## src/rtl/cise_pkg.sv

```systemverilog
// constants, opcode patterns and register map for the instruction subset executor
// assumes a 14-bit instruction word and an 8-bit data path on one 100 MHz clock
//
// What this block does
// - a call pushes the address after the call onto the return stack first
// - a call loads its 11-bit literal into program counter bits 10:0
// - a call fills program counter bits 12:11 from high latch bits 4:3
// - a call takes two cycles and leaves every status flag alone
// - watchdog kick clears the watchdog counter to zero
// - watchdog kick also clears the watchdog prescaler
// - watchdog kick sets the expiry flag and the power-down flag
// - invert writes the complemented file register to W or file, updates zero
// - zero file register writes zero to the addressed register and sets zero
// - file minus one writes file register less one to W or file, updates zero
// - zero accumulator clears W and sets the zero flag
// - count down skip decrements, touches no flag, skips next on zero result
package cise_pkg;

  // ----------------------------------------------------------------
  // widths
  // ----------------------------------------------------------------
  localparam int PC_W    = 13;
  localparam int INSTR_W = 14;
  localparam int DATA_W  = 8;
  localparam int FADR_W  = 7;
  localparam int LIT_W   = 11;
  localparam int STK_DEP = 8;
  localparam int STK_PW  = 3;
  localparam int REGA_W  = 4;
  localparam int WDT_W   = 8;
  localparam int PRE_W   = 8;

  // ----------------------------------------------------------------
  // instruction fields and opcode patterns
  // ----------------------------------------------------------------
  localparam int DEST_BIT  = 7;
  localparam int LAT_HI    = 4;
  localparam int LAT_LO    = 3;
  localparam logic [2:0]  OPC_CALL  = 3'h4;            // word bits 13:11
  localparam logic [5:0]  OPC_INV   = 6'h09;           // word bits 13:8
  localparam logic [5:0]  OPC_DEC   = 6'h03;
  localparam logic [5:0]  OPC_DSKIP = 6'h0b;
  localparam logic [6:0]  OPC_ZFILE = 7'h03;           // word bits 13:7
  localparam logic [6:0]  OPC_ZACC  = 7'h02;
  localparam logic [13:0] OPC_KICK  = 14'h0064;

  // ----------------------------------------------------------------
  // register map and status layout
  // ----------------------------------------------------------------
  localparam logic [REGA_W-1:0] REG_HLATCH = 4'h0;
  localparam logic [REGA_W-1:0] REG_STATUS = 4'h1;
  localparam logic [REGA_W-1:0] REG_ACC    = 4'h2;
  localparam logic [REGA_W-1:0] REG_WDT    = 4'h3;
  localparam logic [REGA_W-1:0] REG_PCLO   = 4'h4;
  localparam logic [REGA_W-1:0] REG_PCHI   = 4'h5;
  localparam int ST_Z  = 2;
  localparam int ST_PD = 3;
  localparam int ST_TO = 4;
  localparam logic [4:0]        HLATCH_RST = 5'h00;
  localparam logic [PC_W-1:0]   PC_RST     = 13'h0000;
  localparam logic [DATA_W-1:0] ZERO_BYTE  = 8'h00;
  localparam logic [DATA_W-1:0] ONE_BYTE   = 8'h01;
  localparam logic [PC_W-1:0]   PC_ONE     = 13'h0001;

  typedef enum logic [2:0] {
    CISE_OP_NONE, CISE_OP_CALL, CISE_OP_KICK, CISE_OP_INV,
    CISE_OP_ZFILE, CISE_OP_DEC, CISE_OP_ZACC, CISE_OP_DSKIP
  } cise_op_t;

endpackage : cise_pkg

```

## src/rtl/cise_file_ram.sv

```systemverilog
// general file register array, 128 bytes, read without clock, written on clk
// assumes the caller gates writes with the clock enable
`timescale 1ns/1ps
`default_nettype none
module cise_file_ram
  import cise_pkg::*;
(
  input  wire logic                  clk,
  input  wire logic                  we,
  input  wire logic [FADR_W-1:0]     addr,
  input  wire logic [DATA_W-1:0]     wdata,
  output logic      [DATA_W-1:0]     rdata
);
  // ----------------------------------------------------------------
  // storage
  // ----------------------------------------------------------------
  logic [DATA_W-1:0] mem [0:(1<<FADR_W)-1];

  // read path is combinational so one cycle covers read-modify-write
  assign rdata = mem[addr];

  // write port
  always_ff @(posedge clk) begin
    if (we) begin
      mem[addr] <= wdata;
    end
  end
endmodule : cise_file_ram
`default_nettype wire

```

## src/rtl/cise_ret_stack.sv

```systemverilog
// circular return stack, eight entries of 13 bits, push only in this subset
// assumes push is already qualified by the clock enable
`timescale 1ns/1ps
`default_nettype none
module cise_ret_stack
  import cise_pkg::*;
(
  input  wire logic                clk,
  input  wire logic                rst_b,
  input  wire logic                push,
  input  wire logic [PC_W-1:0]     push_data,
  output logic      [PC_W-1:0]     stack_top
);
  // ----------------------------------------------------------------
  // entries and pointer
  // ----------------------------------------------------------------
  logic [PC_W-1:0]   ent [0:STK_DEP-1];
  logic [STK_PW-1:0] ptr_r;

  // overflow wraps silently, like the real core; oldest entry is lost
  always_ff @(posedge clk) begin
    if (!rst_b) begin
      ptr_r <= '0;
    end else if (push) begin
      ptr_r <= ptr_r + 3'h1;
    end
  end

  // entry write
  always_ff @(posedge clk) begin
    if (push) begin
      ent[ptr_r] <= push_data;
    end
  end

  // top is the last written slot
  assign stack_top = ent[ptr_r - 3'h1];
endmodule : cise_ret_stack
`default_nettype wire

```

## src/rtl/cise_exec.sv

```systemverilog
// executor for the call, watchdog kick, file clear/invert/decrement,
// accumulator clear and decrement-skip instructions of an 8-bit core
// assumes program memory returns the word for fetch_addr one cycle later
`timescale 1ns/1ps
`default_nettype none
module cise_exec
  import cise_pkg::*;
(
  input  wire logic                      clk,
  input  wire logic                      rst_b,
  input  wire logic                      ce,
  output logic      [cise_pkg::PC_W-1:0]    fetch_addr,
  input  wire logic [cise_pkg::INSTR_W-1:0] instr_word,
  input  wire logic [cise_pkg::REGA_W-1:0]  reg_addr,
  input  wire logic [cise_pkg::DATA_W-1:0]  reg_wdata,
  input  wire logic                      reg_wr,
  input  wire logic                      reg_rd,
  output logic      [cise_pkg::DATA_W-1:0]  reg_rdata,
  output logic      [cise_pkg::PC_W-1:0]    stack_top,
  output logic      [cise_pkg::WDT_W-1:0]   watchdog_counter,
  output logic                           busy_flush
);
  import cise_pkg::*;

  // ----------------------------------------------------------------
  // state
  // ----------------------------------------------------------------
  logic [PC_W-1:0]   fetch_addr_r;
  logic [PC_W-1:0]   exec_pc_r;
  logic              flush_r;
  logic [DATA_W-1:0] acc_r;
  logic              zero_flag_r;
  logic              watchdog_expiry_flag_r;
  logic              power_down_flag_r;
  logic [WDT_W-1:0]  wdt_r;
  logic [PRE_W-1:0]  pre_r;
  logic [4:0]        pc_high_latch_r;
  logic [DATA_W-1:0] rdata_r;

  // ----------------------------------------------------------------
  // decode
  // ----------------------------------------------------------------
  cise_op_t          op;
  logic [FADR_W-1:0] file_addr;
  logic              dest_file;
  logic [LIT_W-1:0]  lit;
  logic [DATA_W-1:0] file_rdata;
  logic [DATA_W-1:0] alu_res;
  logic              file_we;
  logic              skip;
  logic              take_call;
  logic [PC_W-1:0]   call_target;
  logic [PC_W-1:0]   ret_addr;

  assign file_addr = instr_word[FADR_W-1:0];
  assign dest_file = instr_word[DEST_BIT];
  assign lit       = instr_word[LIT_W-1:0];

  // a flushed word decodes as nothing, so it acts as a no-op slot
  always_comb begin
    op = CISE_OP_NONE;
    if (!flush_r) begin
      if (instr_word[13:11] == OPC_CALL) begin
        op = CISE_OP_CALL;
      end else if (instr_word == OPC_KICK) begin
        op = CISE_OP_KICK;
      end else if (instr_word[13:8] == OPC_INV) begin
        op = CISE_OP_INV;
      end else if (instr_word[13:8] == OPC_DEC) begin
        op = CISE_OP_DEC;
      end else if (instr_word[13:8] == OPC_DSKIP) begin
        op = CISE_OP_DSKIP;
      end else if (instr_word[13:7] == OPC_ZFILE) begin
        op = CISE_OP_ZFILE;
      end else if (instr_word[13:7] == OPC_ZACC) begin
        op = CISE_OP_ZACC;
      end
    end
  end

  // ----------------------------------------------------------------
  // data path
  // ----------------------------------------------------------------
  // result of the byte operation, shared by file and accumulator writes
  always_comb begin
    unique case (op)
      CISE_OP_INV:   alu_res = ~file_rdata;
      CISE_OP_DEC:   alu_res = file_rdata - ONE_BYTE;
      CISE_OP_DSKIP: alu_res = file_rdata - ONE_BYTE;
      CISE_OP_ZFILE: alu_res = ZERO_BYTE;
      CISE_OP_ZACC:  alu_res = ZERO_BYTE;
      CISE_OP_NONE,
      CISE_OP_CALL,
      CISE_OP_KICK:  alu_res = file_rdata;
    endcase
  end

  // zero-file always writes; invert, decrement and decrement-skip only when the destination bit is 1
  always_comb begin
    file_we = 1'b0;
    unique case (op)
      CISE_OP_ZFILE: file_we = 1'b1;
      CISE_OP_INV,
      CISE_OP_DEC,
      CISE_OP_DSKIP: file_we = dest_file;
      CISE_OP_NONE,
      CISE_OP_CALL,
      CISE_OP_KICK,
      CISE_OP_ZACC:  file_we = 1'b0;
    endcase
  end

  assign skip        = (op == CISE_OP_DSKIP) && (alu_res == ZERO_BYTE);
  assign take_call   = (op == CISE_OP_CALL);
  assign ret_addr    = exec_pc_r + PC_ONE;
  assign call_target = {pc_high_latch_r[LAT_HI:LAT_LO], lit};

  cise_file_ram u_file_ram (
    .clk   (clk),
    .we    (ce && file_we),
    .addr  (file_addr),
    .wdata (alu_res),
    .rdata (file_rdata)
  );

  // push happens on the same edge the target loads, so the stack sees
  // the old return address before the counter moves
  cise_ret_stack u_ret_stack (
    .clk       (clk),
    .rst_b     (rst_b),
    .push      (ce && take_call),
    .push_data (ret_addr),
    .stack_top (stack_top)
  );

  // ----------------------------------------------------------------
  // program counter and fetch
  // ----------------------------------------------------------------
  // fetch runs one word ahead; exec_pc follows the word now decoded
  always_ff @(posedge clk) begin
    if (!rst_b) begin
      fetch_addr_r <= PC_RST;
      exec_pc_r    <= PC_RST;
    end else if (ce) begin
      exec_pc_r <= fetch_addr_r;
      if (take_call) begin
        fetch_addr_r <= call_target;
      end else begin
        fetch_addr_r <= fetch_addr_r + PC_ONE;
      end
    end
  end

  // the word already in flight is dropped after a jump or a skip;
  // the word after reset has no valid address, so it is dropped too
  always_ff @(posedge clk) begin
    if (!rst_b) begin
      flush_r <= 1'b1;
    end else if (ce) begin
      flush_r <= take_call || skip;
    end
  end

  // ----------------------------------------------------------------
  // accumulator
  // ----------------------------------------------------------------
  always_ff @(posedge clk) begin
    if (!rst_b) begin
      acc_r <= ZERO_BYTE;
    end else if (ce) begin
      if (op == CISE_OP_ZACC) begin
        acc_r <= ZERO_BYTE;
      end else if ((op == CISE_OP_INV || op == CISE_OP_DEC ||
                    op == CISE_OP_DSKIP) && !dest_file) begin
        acc_r <= alu_res;
      end
    end
  end

  // ----------------------------------------------------------------
  // zero flag
  // ----------------------------------------------------------------
  // call, kick and count-down-skip leave it as it is
  always_ff @(posedge clk) begin
    if (!rst_b) begin
      zero_flag_r <= 1'b0;
    end else if (ce) begin
      unique case (op)
        CISE_OP_ZFILE,
        CISE_OP_ZACC:  zero_flag_r <= 1'b1;
        CISE_OP_INV,
        CISE_OP_DEC:   zero_flag_r <= (alu_res == ZERO_BYTE);
        CISE_OP_NONE,
        CISE_OP_CALL,
        CISE_OP_KICK,
        CISE_OP_DSKIP: zero_flag_r <= zero_flag_r;
      endcase
    end
  end

  // ----------------------------------------------------------------
  // watchdog counter, prescaler and its status flags
  // ----------------------------------------------------------------
  // timeout handling lives elsewhere; here the counter only runs and clears
  always_ff @(posedge clk) begin
    if (!rst_b) begin
      pre_r <= '0;
      wdt_r <= '0;
    end else if (ce) begin
      if (op == CISE_OP_KICK) begin
        pre_r <= '0;
        wdt_r <= '0;
      end else begin
        pre_r <= pre_r + 8'h01;
        if (&pre_r) begin
          wdt_r <= wdt_r + 8'h01;
        end
      end
    end
  end

  // both flags read as one after reset; only the kick touches them here
  always_ff @(posedge clk) begin
    if (!rst_b) begin
      watchdog_expiry_flag_r <= 1'b1;
      power_down_flag_r      <= 1'b1;
    end else if (ce && op == CISE_OP_KICK) begin
      watchdog_expiry_flag_r <= 1'b1;
      power_down_flag_r      <= 1'b1;
    end
  end

  // ----------------------------------------------------------------
  // register port
  // ----------------------------------------------------------------
  // high latch is the only writable register; upper bits are not stored
  always_ff @(posedge clk) begin
    if (!rst_b) begin
      pc_high_latch_r <= HLATCH_RST;
    end else if (ce && reg_wr && reg_addr == REG_HLATCH) begin
      pc_high_latch_r <= reg_wdata[4:0];
    end
  end

  // read data stands for the one cycle after the strobe, zero otherwise
  always_ff @(posedge clk) begin
    if (!rst_b) begin
      rdata_r <= ZERO_BYTE;
    end else if (ce) begin
      rdata_r <= ZERO_BYTE;
      if (reg_rd) begin
        unique case (reg_addr)
          REG_HLATCH: rdata_r <= {3'h0, pc_high_latch_r};
          REG_STATUS: begin
            rdata_r        <= ZERO_BYTE;
            rdata_r[ST_Z]  <= zero_flag_r;
            rdata_r[ST_PD] <= power_down_flag_r;
            rdata_r[ST_TO] <= watchdog_expiry_flag_r;
          end
          REG_ACC:    rdata_r <= acc_r;
          REG_WDT:    rdata_r <= wdt_r;
          REG_PCLO:   rdata_r <= exec_pc_r[7:0];
          REG_PCHI:   rdata_r <= {3'h0, exec_pc_r[PC_W-1:8]};
          default:    rdata_r <= ZERO_BYTE;
        endcase
      end
    end
  end

  // ----------------------------------------------------------------
  // outputs
  // ----------------------------------------------------------------
  assign fetch_addr       = fetch_addr_r;
  assign reg_rdata        = rdata_r;
  assign watchdog_counter = wdt_r;
  assign busy_flush       = flush_r;
endmodule : cise_exec
`default_nettype wire

```

## config.mk

```make
export PLATFORM = sky130hd
export DESIGN_NAME = cise_exec
export DESIGN_NICKNAME = d
export VERILOG_FILES = /design/src/rtl/cise_pkg.sv /design/src/rtl/cise_file_ram.sv /design/src/rtl/cise_ret_stack.sv /design/src/rtl/cise_exec.sv
export SDC_FILE = /design/constraint.sdc
export NUM_CORES = 1
export LEC_CHECK = 0
export BUFFER_PORTS_ARGS = -buffer_cell sky130_fd_sc_hd__buf_2
export CORE_MARGIN = 1.5
export CORE_UTILIZATION = 66
export CTS_CLUSTER_DIAMETER = 30
export DETAILED_ROUTE_END_ITERATION = 6
export PLACE_DENSITY_LB_ADDON = 0.15
export SLEW_MARGIN = 20
export SYNTH_ARGS = -nofsm -noshare
export SYNTH_HDL_FRONTEND = slang
export SYNTH_SLANG_ARGS = --single-unit
```

## constraint.sdc

```tcl
create_clock -name clk -period 17.1 [get_ports clk]
set_input_delay 2.565 -clock clk [delete_from_list [all_inputs] [get_ports clk]]
set_output_delay 2.565 -clock clk [all_outputs]
set_load 0.02 [all_outputs]
```

---- After elaboration in Yosys (flattened, before gate mapping) ----
Memory sizes are Yosys's and may differ from the RTL's.
Cells that the tools add are included.
storage, ports and cells
  flip-flop bits (word level) ............. 68
  RAM bits ................................ 1128
  word-level logic and storage cells ...... 89
  memories kept ........................... 2
operators by class
  add/subtract/negate cells ............... 7
  eq/ne operators ......................... 19
  muxes and demuxes ....................... 23
  bitwise logic cells ..................... 2
  reduce and logical (&&, ||, !) cells .... 26
memory list
  name             depth  bits a word  rd ports  clocked after Yosys merged registers in  write ports  RTL line              RTL
  u_file_ram.mem   128    8            1         0                                        1            cise_file_ram.sv:17   logic [DATA_W-1:0] mem [0:(1<<FADR_W)-1];
  u_ret_stack.ent  8      13           1         0                                        1            cise_ret_stack.sv:17  logic [PC_W-1:0] ent [0:STK_DEP-1];
operator list
  cell                   number
  $mux 8                 6
  $pmux 8 s6             1
  $pmux 8 s4             1
  $add 13x1->13 const B  2
  $mux 3                 8
  $add 8x1->8 const B    2
  $eq 3x3->1 const B     5
  $eq 14x7->1 const B    1
  $eq 7x2->1 const B     2
  $mux 13                1
  $eq 6x4->1 const B     2
  $eq 4x2->1 const B     2
  $eq 4x3->1 const B     2
  $logic_not 8->1        1
  $not 8->8              1
  $reduce_and 8->1       1
  $reduce_or 4->1        2
  $sub 8x1->8 const B    1
  $eq 3x2->1 const B     2
  $eq 6x2->1 const B     1
  $logic_and 1x1->1      6
  $reduce_and 2->1       3
  $reduce_or 2->1        3
  $reduce_or 3->1        2
  other kinds (13)       19

---- Longest topological paths before layout ----
  depth after elaboration ................. 15
  mapped depth ............................ 21
  depth with buffers taken out ............ 14

---- Cells and area by module ----
Synthesis repeated with hierarchy kept, for this count alone.
second synthesis, totals
  cells, all modules ...................... 3180
  area, all modules ....................... 48282.6 um2
modules (own cells, without submodules)
  module          instances  cells each  area each (um2)  seq. area each (um2)
  cise_file_ram   1          2467        40273.6          30749.5
  cise_ret_stack  1          266         4332.9           3183.1
  cise_exec       1          447         3676.0           1301.2

---- Worst setup path before layout ----
Ideal clock, no wire load.
  kind .................................... input -> register
  start ................................... input instr_word[0] (netlist name)
  end ..................................... memory u_file_ram.mem[0][1], data pin
  library setup time ...................... 1244 ps
  data arrival time ....................... 10600 ps
  data required time ...................... 15856 ps
  setup slack ............................. 5256 ps
  stages on the path ...................... 14
  buffers on the path ..................... 5
  path through ............................ buf_6 buf_6 buf_6 buf_6 buf_4 nand2_1 mux4_2 a21boi_0 a2111o_1 o311a_1 nor2_1 inv_1 ha_1 o31ai_1
between the ends
  longest elaborated chain between the ends .. 7
ends and longest elaborated chain
  element                                                                RTL line             RTL
  start, declared                                                        cise_exec.sv:13      input wire logic [cise_pkg::INSTR_W-1:0] instr_word,
  parallel branches: the longest is 6 deep, another holds $mem_v2 128x8  -
  $pmux 8 s4 (*)                                                         cise_exec.sv:86      unique case (op)
  via alu_res[1]                                                         cise_exec.sv:48      logic [DATA_W-1:0] alu_res;
  end, declared                                                          cise_file_ram.sv:17
Mark *: on every way through the listed nets, which the timed path passes.

---- Worst setup path after layout ----
  start ................................... input instr_word[0] (netlist name)
  end ..................................... memory u_file_ram.mem[120][2], data pin
The elaborated chain is that of the path after synthesis.

==> flow_metrics.tcl <==
set metrics [dict create \
    synth_cells 2513 \
    initial_core_util 0.668 \
    critPathKind "in -> reg" \
    arrival_ns 9.39 \
    setup_tns_ns 0 \
    grt_pass1_wl_mm 175 \
    worstMarginPinSlew_ns 1.08 \
    avgViaCountPerCell 6.91 \
    violations "DRC" \
    numCtsBuffers 185 \
    area_growth_pct 16.9 \
    post_cts_buffers 0 \
    dp_cells 3440 \
    yosysUniqueCellTypes 70 \
    synth-async-reset-ratio 0 \
    cp-startpoint "instr_word[0]" \
    holdCritPathClass "reg -> reg" \
    wl_mm 118 \
    gp_congestion 0.897 \
    max-clock-path-buffers 3 \
    die_h_um 272 \
    synth.area.top_cells "edfxtp_1 71%, mux4_2 13%, dfxtp_1 2.8%" \
    cts_tree "built" \
    rsz0062_at_grt "no" \
    antenna_found_initial 2 \
    cts_max_level 4 \
    synth_edf_count 1128 \
    rows 98 \
    reg2reg_from "u_file_ram.mem[124][1]" \
    crit_path_max_fanout 96 \
    yosysWarningCount 0 \
    drt_iter0_drc 3689 \
    power_mw 7.71 \
    fin_crit_sh 0.526 \
    io_buffers 70 \
    fin_cells 3791 \
    finalHoldViolCount 0 \
    overflow 0 \
    maxCapViolations 0 \
    grt_pass1_vias 26596 \
    pin_count 74 \
    slew_viol_final 0 \
    ir_drop_uv 103 \
    synth-main-ff-cell "edfxtp_1" \
    drive_gt1_frac 0.275 \
    yosysMostFrequentCell "edfxtp_1" \
    fmax_ghz 0.111 \
    vias 26214 \
    synth_top_area_share 0.708 \
    avgSynthCellArea_sq_um 19.0 \
    hp-start "pre_r[5]" \
    fin_skew_ns 0.0312 \
    fin_crit_ns 9.00 \
    hold_buffers 0 \
    route.detailed.drc 2 \
    max_slew_margin 0.277 \
    die_area_sq_um 74100 \
    synthesis.nets 2551 \
    clock-root-buffer "clkbuf_16" \
    synth_common_cells "1,128 x edfxtp_1, 269 x mux4_2, 192 x nor2_1, 102 x nand2_1, 91 x mux2i_1" \
    fin_nets 2715 \
    yosys.area.top_type "edfxtp_1" \
    coreArea_sq_um 71600 \
    ys_seq_area_frac 0.736 \
    status "finished with violations" \
    grt_max_degree 127 \
    clkSlewWorstSetupHoldPaths_ns 0.05 \
    routedWlPerCell_um 31.2 \
    clock_sinks 1196 \
    cts_resized 0 \
    required_ns 17.50 \
    clk_latency_ns 0.76 \
    p_leak_nw 18.1 \
    die_x_um 272 \
    finalSetupViolCount 0 \
    grt_usage 0.327 \
    first_pass_iters 7 \
    critPathLaunchType "input pin" \
    hpwl_mm 65.1 \
    end_kind "register" \
    synth_seq_cells 1196 \
    p_per_area_nw_per_um2 138 \
    ant_nets 0 \
    synth_area_sq_um 47900 \
]
## registers in the layout, indices dropped and copies added (netlist names)
register / cells
pc_high_latch_r: 5
watchdog_counter: 8
pre_r: 8
acc_r: 8
u_file_ram.mem: 1024
fetch_addr: 13
reg_rdata: 8
u_ret_stack.ptr_r: 3
zero_flag_r: 1
busy_flush: 1
exec_pc_r: 13
u_ret_stack.ent: 104
## critical path, cell delays in order
cell      delay, ns
buf_8          0.60
buf_4          0.74
buf_4          0.72
and2_1         0.54
buf_4          0.43
a211oi_1       0.13
a2111o_1       0.43
o311a_1        0.44
nor2_1         0.24
inv_1          0.07
ha_1           0.24
inv_1          0.10
xnor2_1        0.14
o221ai_4       0.84
buf_4          0.89
## where the power goes
part | switching [mW] | internal [mW]
Clock | 1.42 | 2.58
Sequential | 0.00391 | 3.31
Combinational | 0.283 | 0.112
Total | 1.71 | 6.00
## layout by cell type (no fill, tap or decap), types with 19 or more instances in the layout
| cell type | instances |
|---|---|
| buf_4 | 47 |
| dfxtp_1 | 67 |
| xor2_1 | 20 |
| clkbuf_16 | 191 |
| clkinv_2 | 19 |
| clkinvlp_4 | 26 |
| bufinv_16 | 33 |
| nand3_1 | 36 |
| a22oi_1 | 30 |
| nor2b_1 | 52 |
| buf_2 | 67 |
| mux2_2 | 34 |
| edfxtp_1 | 1128 |
| nor2_1 | 191 |
| mux4_2 | 269 |
| nand2_1 | 100 |
| clkinv_4 | 21 |
| a221oi_1 | 23 |
| a21oi_1 | 38 |
| mux2i_1 | 91 |
## final timing paths
check / endpoint / slack [ns] / depth (start not counted)
max: u_file_ram.mem[120][2] / 8.10 / 15
min: pre_r[5] / 0.51 / 2
max reg2reg: u_file_ram.mem[120][2] / 12.06 / 9
min reg2reg: pre_r[5] / 0.51 / 2
## logic make-up (layout without fill, tap and decap cells)
logic type	after synthesis	count (layout)	synth area share
flip-flops	1196	1196	0.736
XOR/XNOR	38	38	0.00696
AO/OA/AOI/OAI	231	231	0.0359
other	0	1	0
buffers and inverters	159	486	0.0163
multiplexers	399	399	0.155
AND/OR/NAND/NOR	483	483	0.0474
adder cells (fa/ha/maj)	7	7	0.00183
## cell type report
class	instances	area [sq um]
multi-input combinational	1158	12000
clock buffer	207	4870
antenna	1	2.50
tap	950	1190
sequential	1196	35200
timing repair buffer	119	761
fill	3645	15700
clock inverter	143	1880
inverter	17	63.8
## layer usage
metal / routed length [um] / part of all wire / vias to the layer above / global-route usage
li1: - / - / 10639 / -
met1: 43100 / 0.36 / 13364 / 0.445
met2: 57100 / 0.48 / 1848 / 0.513
met3: 13200 / 0.11 / 357 / 0.0838
met4: 4890 / 0.041 / 6 / 0.137
met5: 82 / 0.00069 / - / 0.00513
## stage by stage
stage	setup slack [ns]	utilization	cell area [sq um]	hold slack [ns]
after floorplan	5.26	-	47900	0.441
after global placement	7.77	0.687	49200	0.489
after detailed placement	7.52	0.687	49200	0.501
after CTS	8.20	0.781	55900	0.515
after global routing	7.74	0.781	56000	0.546
final	8.10	0.781	56000	0.514
(Power assumes the default switching activity.)
